`src/fsca_consts.svh`:
```
// Summary of operation
// - Control failsafe asserts after a configurable interval without control-terminal messages, except while in override.
// - Control failsafe clears at once on a valid message or override entry.
// - Six telemetry outputs, each counting three hours after losing one of four channels.
// - Entering override restarts every failsafe timer from its full value.
// - The mute status channel going off ends active telemetry failsafe.
// - Control is released after four seconds on status or command, twenty on telemetry.
// - Raise or lower presses while holding control restart the session timeout.
// - A second take-control press while holding control releases it.
// - One owner at a time; panel waits for others, others wait for panel.
// - Override denies control to every control-terminal requester.
// - With several control terminals, only the current master may take control.
// - Lockout toggles terminal-device control permission and never times out.
// - Sites run 0 to 64; site zero requests no data, polling continues.
// - Display marks: uninstalled, stale, alarmed and muted indications.
// - An operation needing file memory while memory is full shows file-full.
// - Power-up switch codes 099 wipe, 199 grow; normal needs hundreds at 1.
// - Uninitialised memory prompts; initialise only after yes; pu_state stays in FSCA_PU_PROMPT until then, other logic runs.
// - Leaving override also restarts timers; override state is held externally nonvolatile.
`ifndef FSCA_CONSTS_SVH
`define FSCA_CONSTS_SVH
`define FSCA_CLK_HZ 10_000_000
`define FSCA_TICK_MS 100
`define FSCA_TELEM_HOURS 3
`define FSCA_CTRL_TO_TLM_S 20
`define FSCA_CTRL_TO_STS_S 4
`define FSCA_SITE_MAX 7'h40
`define FSCA_CODE_WIPE 12'h099
`define FSCA_CODE_GROW 12'h199
`define FSCA_HUND_NORMAL 4'h1
`define FSCA_PFX_BLANK 8'h20
`define FSCA_PFX_QUERY 8'h3F
`define FSCA_PFX_ALARM 8'h2A
`define FSCA_PFX_MUTE 8'h5B
`endif

```
`src/fsca_pkg.sv`:
```
package fsca_pkg;
   typedef enum logic [1:0] {FSCA_OWN_NONE, FSCA_OWN_PANEL, FSCA_OWN_TERM} fsca_owner_t;
   typedef enum logic [2:0] {FSCA_PU_READ, FSCA_PU_WIPE, FSCA_PU_GROW, FSCA_PU_PROMPT,
                             FSCA_PU_RUN, FSCA_PU_HALT} fsca_pu_t;
   typedef struct packed {
      logic uninstalled;
      logic stale;
      logic alarmed;
      logic muted;
   } fsca_disp_t;
endpackage : fsca_pkg

```
`src/fsca_top.sv`:
```
`timescale 1ns/10ps
`default_nettype none
`include "fsca_consts.svh"
module fsca_top
   import fsca_pkg::*;
#(
   parameter int TICK_CYCLES = (`FSCA_CLK_HZ / 1000) * `FSCA_TICK_MS,
   parameter int TELEM_TICKS = `FSCA_TELEM_HOURS * 3600 * (1000 / `FSCA_TICK_MS),
   parameter int N_OUT = 6,
   parameter int N_MON = 4
) (
   input wire logic clk,
   input wire logic nrst,
   input wire logic [15:0] ctrl_wait_ticks,
   input wire logic valid_msg,
   input wire logic override_key,
   input wire logic [N_OUT*N_MON-1:0] telem_lost,
   input wire logic mute_status,
   input wire logic take_panel,
   input wire logic take_term,
   input wire logic raise_lower,
   input wire logic show_telem,
   input wire logic is_master,
   input wire logic lockout_toggle,
   input wire logic [6:0] site_sel,
   input wire logic [11:0] switch_code,
   input wire logic init_yes,
   input wire logic file_free,
   input wire logic op_needs_mem,
   input wire logic mem_done,
   input wire logic mem_valid,
   input wire fsca_disp_t disp_in,
   output logic ctrl_failsafe,
   output logic [N_OUT-1:0] telem_failsafe,
   output logic local_override,
   output fsca_owner_t owner,
   output logic term_locked,
   output logic site_request,
   output logic [6:0] site_reg,
   output fsca_pu_t pu_state,
   output logic wipe_go,
   output logic grow_go,
   output logic report_done,
   output logic file_full,
   output fsca_disp_t disp_out,
   output logic [7:0] disp_prefix
);
   localparam int TW = $clog2(TICK_CYCLES + 1);
   localparam int LW = $clog2(TELEM_TICKS + 1);
   localparam int TPS = 1000 / `FSCA_TICK_MS;
   localparam logic [7:0] SESS_TLM = 8'(`FSCA_CTRL_TO_TLM_S * TPS);
   localparam logic [7:0] SESS_STS = 8'(`FSCA_CTRL_TO_STS_S * TPS);

   // ---------------------------------------------------------------
   // Common tick
   // ---------------------------------------------------------------
   logic [TW-1:0] div_reg;
   logic tick;
   always_ff @(posedge clk) begin
      if (!nrst || div_reg == TW'(TICK_CYCLES - 1)) begin
         div_reg <= '0;
      end else begin
         div_reg <= div_reg + TW'(1);
      end
   end
   assign tick = (div_reg == TW'(TICK_CYCLES - 1));

   // ---------------------------------------------------------------
   // Override toggle
   // ---------------------------------------------------------------
   logic ovr_chg;
   assign ovr_chg = override_key;
   // The stored copy lives in nonvolatile memory outside; reset here only clears it.
   // override state toggle
   always_ff @(posedge clk) begin
      if (!nrst) begin
         local_override <= 1'b0;
      end else if (override_key) begin
         local_override <= !local_override;
      end
   end

   // ---------------------------------------------------------------
   // Control failsafe
   // ---------------------------------------------------------------
   logic [15:0] cwait_reg;
   // count quiet ticks, override restarts it
   always_ff @(posedge clk) begin
      if (!nrst || valid_msg || ovr_chg) begin
         cwait_reg <= '0;
      end else if (tick && cwait_reg != ctrl_wait_ticks) begin
         cwait_reg <= cwait_reg + 16'h0001;
      end
   end
   always_ff @(posedge clk) begin
      if (!nrst || valid_msg || (override_key && !local_override)) begin
         ctrl_failsafe <= 1'b0;
      end else if (!local_override && tick && cwait_reg + 16'h0001 >= ctrl_wait_ticks) begin
         ctrl_failsafe <= 1'b1;
      end
   end

   // ---------------------------------------------------------------
   // Telemetry failsafe channels
   // ---------------------------------------------------------------
   logic mute_q;
   logic mute_off;
   always_ff @(posedge clk) begin
      if (!nrst) begin
         mute_q <= 1'b0;
      end else begin
         mute_q <= mute_status;
      end
   end
   assign mute_off = mute_q && !mute_status;

   genvar g;
   generate
      for (g = 0; g < N_OUT; g++) begin : g_tlm
         logic [LW-1:0] cnt_reg;
         logic lost;
         assign lost = |telem_lost[g*N_MON +: N_MON];
         always_ff @(posedge clk) begin
            if (!nrst || !lost || ovr_chg) begin
               cnt_reg <= '0;
            end else if (tick && cnt_reg != LW'(TELEM_TICKS)) begin
               cnt_reg <= cnt_reg + LW'(1);
            end
         end
         always_ff @(posedge clk) begin
            if (!nrst || !lost || ovr_chg || mute_off) begin
               telem_failsafe[g] <= 1'b0;
            end else if (tick && cnt_reg == LW'(TELEM_TICKS - 1)) begin
               telem_failsafe[g] <= 1'b1;
            end
         end
         property p_tlm_ovr;
            @(posedge clk) disable iff (!nrst) ovr_chg |=> cnt_reg == '0 && !telem_failsafe[g];
         endproperty
         a_tlm_ovr : assert property (p_tlm_ovr) else $error("override kept timer");
      end
   endgenerate

   // ---------------------------------------------------------------
   // Control session arbitration
   // ---------------------------------------------------------------
   logic [7:0] sess_reg;
   logic sess_full;
   logic can_take;
   assign sess_full = (sess_reg == '0);
   // override and master gate all requests
   assign can_take = !local_override && is_master;
   always_ff @(posedge clk) begin
      if (!nrst) begin
         term_locked <= 1'b0;
      end else if (lockout_toggle) begin
         term_locked <= !term_locked;
      end
   end
   always_ff @(posedge clk) begin
      if (!nrst) begin
         owner <= FSCA_OWN_NONE;
      end else begin
         case (owner)
            FSCA_OWN_NONE: begin
               if (take_panel && can_take) begin
                  owner <= FSCA_OWN_PANEL;
               end else if (take_term && can_take && !term_locked) begin
                  owner <= FSCA_OWN_TERM;
               end
            end
            FSCA_OWN_PANEL: begin
               if (take_panel || !can_take || (tick && sess_reg == 8'h01)) begin
                  owner <= FSCA_OWN_NONE;
               end
            end
            FSCA_OWN_TERM: begin
               if (take_term || !can_take || term_locked || (tick && sess_reg == 8'h01)) begin
                  owner <= FSCA_OWN_NONE;
               end
            end
            default: owner <= FSCA_OWN_NONE;
         endcase
      end
   end
   always_ff @(posedge clk) begin
      if (!nrst || owner == FSCA_OWN_NONE) begin
         sess_reg <= show_telem ? SESS_TLM : SESS_STS;
      end else if (raise_lower) begin
         sess_reg <= show_telem ? SESS_TLM : SESS_STS;
      end else if (tick && !sess_full) begin
         sess_reg <= sess_reg - 8'h01;
      end
   end

   // ---------------------------------------------------------------
   // Site selection, power-up, file memory
   // ---------------------------------------------------------------
   // site range and zero
   always_ff @(posedge clk) begin
      if (!nrst) begin
         site_reg <= '0;
      end else if (site_sel <= `FSCA_SITE_MAX) begin
         site_reg <= site_sel;
      end
   end
   assign site_request = (site_reg != '0);

   always_ff @(posedge clk) begin
      if (!nrst) begin
         pu_state <= FSCA_PU_READ;
      end else begin
         case (pu_state)
            FSCA_PU_READ: begin
               if (switch_code == `FSCA_CODE_WIPE) begin
                  pu_state <= FSCA_PU_WIPE;
               end else if (switch_code == `FSCA_CODE_GROW) begin
                  pu_state <= FSCA_PU_GROW;
               end else if (switch_code[11:8] != `FSCA_HUND_NORMAL) begin
                  pu_state <= FSCA_PU_HALT;
               end else if (!mem_valid) begin
                  pu_state <= FSCA_PU_PROMPT;
               end else begin
                  pu_state <= FSCA_PU_RUN;
               end
            end
            FSCA_PU_WIPE, FSCA_PU_GROW: begin
               if (mem_done) begin
                  pu_state <= FSCA_PU_HALT;
               end
            end
            FSCA_PU_PROMPT: begin
               if (init_yes) begin
                  pu_state <= FSCA_PU_WIPE;
               end
            end
            FSCA_PU_RUN, FSCA_PU_HALT: pu_state <= pu_state;
            default: pu_state <= FSCA_PU_READ;
         endcase
      end
   end
   assign wipe_go = (pu_state == FSCA_PU_WIPE);
   assign grow_go = (pu_state == FSCA_PU_GROW);
   always_ff @(posedge clk) begin
      if (!nrst) begin
         report_done <= 1'b0;
      end else if ((wipe_go || grow_go) && mem_done) begin
         report_done <= 1'b1;
      end
   end

   always_ff @(posedge clk) begin
      if (!nrst) begin
         file_full <= 1'b0;
      end else if (op_needs_mem) begin
         file_full <= !file_free;
      end
   end

   // ---------------------------------------------------------------
   // Display marks
   // ---------------------------------------------------------------
   // display prefix marks
   always_ff @(posedge clk) begin
      if (!nrst) begin
         disp_out <= '0;
         disp_prefix <= `FSCA_PFX_BLANK;
      end else begin
         disp_out <= disp_in;
         if (disp_in.uninstalled || disp_in.stale) begin
            disp_prefix <= `FSCA_PFX_QUERY;
         end else if (disp_in.alarmed) begin
            disp_prefix <= `FSCA_PFX_ALARM;
         end else if (disp_in.muted) begin
            disp_prefix <= `FSCA_PFX_MUTE;
         end else begin
            disp_prefix <= `FSCA_PFX_BLANK;
         end
      end
   end

   // ---------------------------------------------------------------
   // Checks
   // ---------------------------------------------------------------
   property p_msg_clr;
      @(posedge clk) disable iff (!nrst) valid_msg |=> !ctrl_failsafe;
   endproperty
   a_msg_clr : assert property (p_msg_clr) else $error("failsafe held after message");
   property p_fs_quiet;
      @(posedge clk) disable iff (!nrst) $rose(ctrl_failsafe) |-> !local_override;
   endproperty
   a_fs_quiet : assert property (p_fs_quiet) else $error("failsafe rose in override");
   property p_ovr_deny;
      @(posedge clk) disable iff (!nrst) local_override |=> owner == FSCA_OWN_NONE;
   endproperty
   a_ovr_deny : assert property (p_ovr_deny) else $error("control held in override");
   property p_second;
      @(posedge clk) disable iff (!nrst)
         owner == FSCA_OWN_PANEL && take_panel |=> owner == FSCA_OWN_NONE;
   endproperty
   a_second : assert property (p_second) else $error("second press kept control");
   property p_master;
      @(posedge clk) disable iff (!nrst)
         $past(owner) == FSCA_OWN_NONE && owner != FSCA_OWN_NONE |-> $past(is_master);
   endproperty
   a_master : assert property (p_master) else $error("non master took control");
   property p_lock;
      @(posedge clk) disable iff (!nrst)
         term_locked && owner == FSCA_OWN_NONE |=> owner != FSCA_OWN_TERM;
   endproperty
   a_lock : assert property (p_lock) else $error("locked terminal took control");
   property p_restart;
      @(posedge clk) disable iff (!nrst) owner != FSCA_OWN_NONE && raise_lower
         |=> sess_reg == ($past(show_telem) ? SESS_TLM : SESS_STS);
   endproperty
   a_restart : assert property (p_restart) else $error("session not restarted");
   property p_site0;
      @(posedge clk) disable iff (!nrst) site_sel == '0 |=> !site_request;
   endproperty
   a_site0 : assert property (p_site0) else $error("site zero requested data");
   property p_mute;
      @(posedge clk) disable iff (!nrst) mute_off |=> telem_failsafe == '0;
   endproperty
   a_mute : assert property (p_mute) else $error("mute off kept failsafe");
endmodule : fsca_top
`default_nettype wire

```
`config.mk`:
```
export PLATFORM = sky130hd
export DESIGN_NAME = fsca_top
export DESIGN_NICKNAME = d
export VERILOG_FILES = /design/src/fsca_pkg.sv /design/src/fsca_top.sv
export VERILOG_INCLUDE_DIRS = /design/src
export SDC_FILE = /design/constraint.sdc
export NUM_CORES = 1
export LEC_CHECK = 0
export ABC_AREA = 1
export BUFFER_PORTS_ARGS = -buffer_cell sky130_fd_sc_hd__clkbuf_2
export CAP_MARGIN = 5
export CORE_MARGIN = 2
export CORE_UTILIZATION = 40
export DETAILED_ROUTE_END_ITERATION = 8
export GPL_ROUTABILITY_DRIVEN = 0
export GPL_TIMING_DRIVEN = 0
export SYNTH_ARGS = -nofsm -noshare
export SYNTH_HDL_FRONTEND = slang
export SYNTH_SLANG_ARGS = --single-unit
```
`constraint.sdc`:
```
create_clock -name clk -period 6.2 [get_ports clk]
set_input_delay 0.93 -clock clk [delete_from_list [all_inputs] [get_ports clk]]
set_output_delay 0.93 -clock clk [all_outputs]
set_load 0.01 [all_outputs]
```
# After elaboration in Yosys (flattened, before gate mapping)
# Cells that the tools add are included.
# totals
ramBits	0
word_cells	175
out_inout_bits	38
in_bits	79
romBits	0
register_bits	181
mem_count	0
latchBits	0
# classes
multipliers	0
div_mod_pow	0
eq_ne	30
bitwise	2
add_sub_neg	9
order_cmp	2
mux	19
n_shift	0
reduce_logical	83
# op_table
cell	n
17-bit by 1-bit adder with 17-bit output, second input constant	6
17-bit == test, second input constant	6
17-bit inequality test, second input constant	6
8-bit 2-to-1 mux	4
1-bit logical OR	30
1-bit logical AND	24
4-bit OR reduction	6
20-bit by 1-bit adder with 20-bit output, second input constant	1
20-bit == test, second input constant	1
3-bit 2-to-1 mux	6
16-bit by 1-bit adder with 16-bit output, second input constant	1
16-bit >= comparator	1
16-bit inequality test	1
1-bit logical NOT	13
12-bit by 8-bit == test with 1-bit output, second input constant	1
12-bit by 9-bit == test with 1-bit output, second input constant	1
3-bit one-hot mux with 4 select lines	1
5-bit 2-to-1 mux	2
8-bit by 1-bit == test with 1-bit output, second input constant	1
8-bit logical NOT	1
2-bit 2-to-1 mux	4
2-bit inequality test, second input constant	4
8-bit by 1-bit subtractor with 8-bit output, second input constant	1
7-bit <= comparator, second input constant	1
17 further kinds	22

# Logic depth before layout (Yosys ltp)
# Gate-level depths: netlist of the first run.
# depth
ltp_word	8
mapped_depth	16

# Worst setup path after synthesis of the first run
# OpenSTA, ideal clock, no wires.
# synth_path
path_type	input-to-reg
start	in ctrl_wait_ticks[0]
end	reg cwait_reg[1]
cell_stages	9
setup_ns	0.114
arrival_time_ns	2.112
slack_ns	3.974
path_buffers	0
required_ns	6.086
cell_sequence	ha_1 a21oi_1 nand2_1 nor2_1 nand2_2 nand2_1 clkinv_1 nor2_1 nor2_1
# synth_between
elab_chain_len	2
# synth_rtl
element	line_no	text
start, declared	fsca_top.sv:14	input wire logic [15:0] ctrl_wait_ticks,
16-bit inequality test	fsca_top.sv:91	end else if (tick && cwait_reg != ctrl_wait_ticks) begin
1-bit logical AND	fsca_top.sv:91	
end signal, assigned	fsca_top.sv:92	cwait_reg <= cwait_reg + 16'h0001;
end, declared	fsca_top.sv:86	logic [15:0] cwait_reg;
# Every way passes these cells.
# A chain may end at the register's enable or synchronous reset.

# Worst setup path in the final report of the first run
# layout_path
start	reg div_reg[0]
end	reg sess_reg[4], enable pin
# layout_between
elab_chain_len	3
# layout_rtl
element	line_no	text
start, declared	fsca_top.sv:57	logic [TW-1:0] div_reg;
start signal, assigned	fsca_top.sv:63	div_reg <= div_reg + TW'(1);
20-bit == test	fsca_top.sv:66	assign tick = (div_reg == TW'(TICK_CYCLES - 1));
1-bit logical AND	fsca_top.sv:191	end else if (tick && !sess_full) begin
3-bit nonzero test (no line)	-	
end signal, assigned	fsca_top.sv:188	sess_reg <= show_telem ? SESS_TLM : SESS_STS;
end signal, assigned	fsca_top.sv:190	sess_reg <= show_telem ? SESS_TLM : SESS_STS;
end signal, assigned	fsca_top.sv:192	sess_reg <= sess_reg - 8'h01;
end, declared	fsca_top.sv:147	logic [7:0] sess_reg;
# Every way passes these cells.

==> flow_summary.ini, run 1 <==
[run_status]
status = finished clean

[floorplanning]
fp.dieH_um = 168
rows = 60
coreArea_um2 = 26700
io_pins = 117
die_area_um2 = 28300
start_util = 0.404
die_x_um = 168

[timing]
rsz0062_at_grt = no
min_period_ns = 2.79
slew_viol_final = 0
relSlewSlack = 0.213
skew_ns = 0.0138
final_hold_viol_count = 0
tns_ns = 0
fmax_ghz = 0.359
setup_viol = 0
fin_crit_sh = 0.450
tightest_slew_ns = 1.17

[synth]
synth.area.top_cells = dfxtp_1 (32%), nand2_1 (15%), inv_1 (7.7%), nand3_1 (7.2%), nor2_1 (6.9%)
synth_top_cell_area_share = 0.317
syn_inst = 1673
synth_area_leader_cell = dfxtp_1
synth_edf_count = 8
ys_warn_count = 0
synth_area_um2 = 10800
synth_seq_cells = 179
ys_types = 39
synth_nets = 1784
ys_seq_area_frac = 0.339
ys.flop_type = dfxtp_1
avgSynthCellArea_um2 = 6.46
synthArstFlopShare = 0

[layout]
layout.cells.non_filler = 2161
fin_nets = 1918
drive_above_1_share = 0.0978
diodes = 0
largest_reg_flops = 102
area_growth_syn_to_layout_pct = 14.5
finish.instance_area_um2 = 12400
fillers = 2855

[clock_network]
clk_path_buf_depth = 2
cts_root_buf = clkbuf_16
hold_buffers = 0
clock_latency_ns = 0.43
post_cts_buffers = 0
cts.sinks = 179
cts_tree = yes
h-tree-depth = 4
clkTransAtPathRegs_ns = 0.07
numCtsBuffers = 17
cts_repair_resize_count = 0

[placed_design]
place_area_um2 = 11800
dp_cells = 2129
io_buffers = 115
dp_hpwl_um = 20400

[worst_setup_path]
end_kind = flop
critPathSlowestCell = o21ai_0
required_ns = 6.24
path_cells = ha_1, nand2_1, nor2_4, inv_2, nor2_2, nand3b_1, o21ai_0
regToRegSetupSlack_ns = 3.41
rr_worst_depth = 7
worst-path-max-fanout = 8
arrival_ns = 2.83
timing.setup.critical_path_class = reg -> reg
cp-start-kind = flop
critPathMaxStageDelay_ns = 1.03

[global_route]
antenna_found_initial = 0
grt_pass1_vias = 9866
grt_first_pass_wirelength_um = 45900
track_usage = 0.193
globalRouteOverflowTotal = 0
grt_max_degree = 17

[detailed_routing]
post-route-drc-count = 0
vias = 10715
viasPerCell = 4.96
drtIter0Drc = 550
ant_nets = 0
totalWireLength_um = 26700
wire_per_inst_um = 12.4
dr.pass1.iters = 5

[flow_run]
drv_cap = 0

[min_path]
hold_class = reg -> reg
whs_path_depth = 2

[power_and_ir_drop]
power_w = 0.00242
p_leak_nw = 5.03
vdd_ir_drop_max_v = 0.000124
p_per_area_nw_per_um2 = 196
## power breakdown
| part | switching [W] | internal, W |
|---|---|---|
| clock network | 0.000473 | 0.000594 |
| logic | 0.000101 | 0.0000629 |
| registers | 0.0000140 | 0.00118 |
## layout by cell type, fill, tap and decap left out, drive strengths merged
| cell | synthesis | layout |
|---|---|---|
| a211oi | 1 | 1 |
| a21boi | 1 | 1 |
| a21o | 1 | 1 |
| a21oi | 129 | 129 |
| a31oi | 5 | 5 |
| and2 | 1 | 1 |
| and3 | 2 | 2 |
| buf | 17 | 17 |
| bufinv | 0 | 2 |
| clkbuf | 15 | 149 |
| clkinv | 5 | 11 |
| clkinvlp | 0 | 3 |
| conb | 1 | 1 |
| dfxtp | 171 | 171 |
| edfxtp | 8 | 8 |
| ha | 32 | 32 |
| inv | 229 | 231 |
| nand2 | 441 | 441 |
| nand3 | 155 | 155 |
| nand3b | 4 | 4 |
| nand4 | 45 | 45 |
| nor2 | 201 | 201 |
| nor3 | 77 | 77 |
| nor3b | 2 | 2 |
| nor4 | 12 | 12 |
| o211ai | 2 | 2 |
| o21a | 1 | 1 |
| o21ai | 22 | 22 |
| o21bai | 1 | 1 |
| o22ai | 1 | 1 |
| o31ai | 1 | 1 |
| or2 | 2 | 2 |
| xnor2 | 7 | 7 |
| xor2 | 81 | 81 |
## logic make-up (layout without fill, tap and decap cells)
kind of cell | after synthesis | in the layout | synth area share
AO/OA/AOI/OAI | 165 | 165 | 0.0790
XOR/XNOR | 88 | 88 | 0.0713
adder cells (fa/ha/maj) | 32 | 32 | 0.0371
buffers and inverters | 266 | 413 | 0.0984
flip-flops | 179 | 179 | 0.339
other | 1 | 1 | 0.000347
AND/OR/NAND/NOR | 942 | 942 | 0.375
## critical path: cells and delay by family (launching register included)
kind / cells / cell delay (ns)
compound gates: 1 / 1.03
fa+ha+maj: 1 / 0.21
buf+inv: 1 / 0.05
flops: 1 / 0.36
simple gates: 4 / 0.75
## stage by stage
step / hold slack, ns / utilization / setup WS [ns]
2_1_floorplan: 0.418 / - / 3.97
3_3_place_gp: 0.433 / 0.442 / 3.34
3_5_place_dp: 0.439 / 0.442 / 3.29
4_1_cts: 0.449 / 0.463 / 3.29
5_1_grt: 0.469 / 0.463 / 3.05
6_report: 0.447 / 0.463 / 3.41
## routing by layer
layer	global-route usage	part of all wire
met5	0	0
met3	0.0221	0.038
met4	0.0510	0.0095
met1	0.258	0.49
met2	0.330	0.46
## cell usage after synthesis (6+ instances only)
master,count
nand2_1,434
inv_1,223
nor2_1,198
dfxtp_1,171
nand3_1,155
a21oi_1,129
xor2_1,81
nor3_1,77
nand4_1,45
ha_1,32
o21ai_0,22
clkbuf_1,15
nor4_1,12
edfxtp_1,8
buf_2,7
nand2_2,7
xnor2_1,7
inv_2,6
## final timing paths
check,start,endpoint
worst max-delay path,div_reg[0],sess_reg[4]
worst max register to register,div_reg[0],sess_reg[4]
worst min register to register,ctrl_failsafe,ctrl_failsafe
worst min-delay path,ctrl_failsafe,ctrl_failsafe
## area by class of cell
cell class              count  area (um^2)  area share
multi-input cells        1228         6080       0.491
clock inverters            13          135      0.0109
clock buffers              19          433      0.0350
repair buffers            115          576      0.0465
inverters                 234          878      0.0710
plain buffers              32          185      0.0150
well taps                 341          427      0.0345
flip-flops and latches    179         3660       0.296
(Power assumes the default switching activity.)
==> run 2, diff against run 1 <==
==> constraint.sdc (replaced) <==
create_clock -name clk -period 2.8 [get_ports clk]
set_input_delay 0.42 -clock clk [delete_from_list [all_inputs] [get_ports clk]]
set_output_delay 0.42 -clock clk [all_outputs]
set_load 0.01 [all_outputs]
==> flow_summary.ini, run 2 (synthesized netlist as in run 1, its figures left out) <==
[detailed_routing]
post-route-drc-count = 0
wire_per_inst_um = 12.4
wl_met1_um = 13100
wl_met2_um = 12300
wl_met3_um = 1030
totalWireLength_um = 26700
vias = 10701
dr.pass1.iters = 5
drtIter0Drc = 547
viasPerCell = 4.95
routed.top_layer = met4
ant_nets = 0

[run_status]
status = finished clean

[global_route]
grt_pass1_vias = 9866
grt_first_pass_wirelength_um = 45900
globalRouteOverflowTotal = 0
track_usage = 0.193
antenna_found_initial = 0
grt_max_degree = 17

[flow_run]
drv_cap = 0

[floorplanning]
rows = 60
io_pins = 117
start_util = 0.404
die_area_um2 = 28300
fp.dieH_um = 168
coreArea_um2 = 26700
die_x_um = 168

[timing]
finalWorstSetupSlack_ns = 0.218
fin_crit_sh = 0.922
tightest_slew_ns = 0.748
setup_viol = 0
skew_ns = 0.0137
min_period_ns = 2.58
relSlewSlack = 0.498
slew_viol_final = 0
final_hold_viol_count = 0
fmax_ghz = 0.387
rsz0062_at_grt = no

[placed_design]
dp_hpwl_um = 20400
pre_cts_slack_ns = -0.0810
place_area_um2 = 11800
io_buffers = 115

[clock_network]
cts.sinks = 179
cts_root_buf = clkbuf_16
clock_latency_ns = 0.43
h-tree-depth = 4
clkTransAtPathRegs_ns = 0.07
clk_path_buf_depth = 2
cts_tree = yes
hold_buffers = 0
post_cts_buffers = 0
numCtsBuffers = 17

[power_and_ir_drop]
p_per_area_nw_per_um2 = 433
power_w = 0.00536
p_leak_nw = 5.03
vdd_ir_drop_max_v = 0.000275

[layout]
fin_nets = 1918
final_util = 0.463
finish.instance_area_um2 = 12400
diodes = 0
drive_above_1_share = 0.0989
area_growth_syn_to_layout_pct = 14.7
final_common_cell = nand2_1
final_cell_mix = nand2_1 (434), inv_1 (223), nor2_1 (197)
largest_reg_flops = 102

[min_path]
hold_class = in -> reg

[worst_setup_path]
end_kind = flop
arrival_ns = 2.94
required_ns = 3.16
timing.setup.critical_path_class = reg -> reg
worst-path-max-fanout = 5
cp-start-kind = flop
## run 2: changes by cell type in the layout (fill, tap and decap cells not counted)
cell	previous run	this run
nor2_4	1	2
o21ai_0	22	21
o21ai_1	0	1
nor3_1	77	76
nor3_2	0	1
nor2_1	198	197
## run 2: timing repair
item	in CTS	in global routing
gates cloned	0	0
setup endpoints to repair	8	1
gates resized for setup	1	3
## run 2: layer usage
metal	track usage	vias to the layer above
met1	0.258	4848
met3	0.0221	18
met2	0.330	195
met4	0.0510	0
met5	0	-
li1	-	5640
## run 2: critical path, cell delays in order (launching register included)
cell and delay (ns):
dfxtp_1 0.42, ha_1 0.21, nand3_1 0.18, nor2_4 0.20, nand4_1 0.20, o21ai_0 0.20
nand2_1 0.10, ha_1 0.28, nand2_1 0.07, nor3_1 0.26, nand2_1 0.08, nand3_1 0.13
nand2_1 0.06, a21oi_1 0.11
## run 2: metrics by stage
stage                     instances  hold slack, ns  TNS [ns]
final                          2161           0.164         0
after global routing           2161           0.155         0
after CTS                      2161           0.142         0
after detailed placement       2129           0.439    -0.646
after global placement         2129           0.433    -0.250
after floorplan                1673           0.418         0
## run 2: final timing paths
kind         slack (ns)             to  depth (start not counted)     startpoint
max                0.22  ctrl_failsafe                         13   cwait_reg[0]
min                0.16      file_full                          2      file_free
max reg2reg        0.22  ctrl_failsafe                         13   cwait_reg[0]
min reg2reg        0.45  ctrl_failsafe                          2  ctrl_failsafe
## run 2: layout make-up
class | instances | area, um^2
Fill cell | 2854 | 14300
Inverter | 234 | 878
Timing Repair Buffer | 115 | 576
Clock buffer | 19 | 433
Sequential cell | 179 | 3660
Clock inverter | 13 | 135
Buffer | 32 | 185
Tap cell | 341 | 427
Multi-Input combinational cell | 1228 | 6090
## run 2: power by group
group / total [W] / switching (W) / internal, W / leakage, nW
Clock: 0.00236 / 0.00105 / 0.00131 / 0.269
Combinational: 0.000363 / 0.000224 / 0.000139 / 3.29
Sequential: 0.00264 / 0.0000311 / 0.00261 / 1.47
Total: 0.00536 / 0.00130 / 0.00406 / 5.03
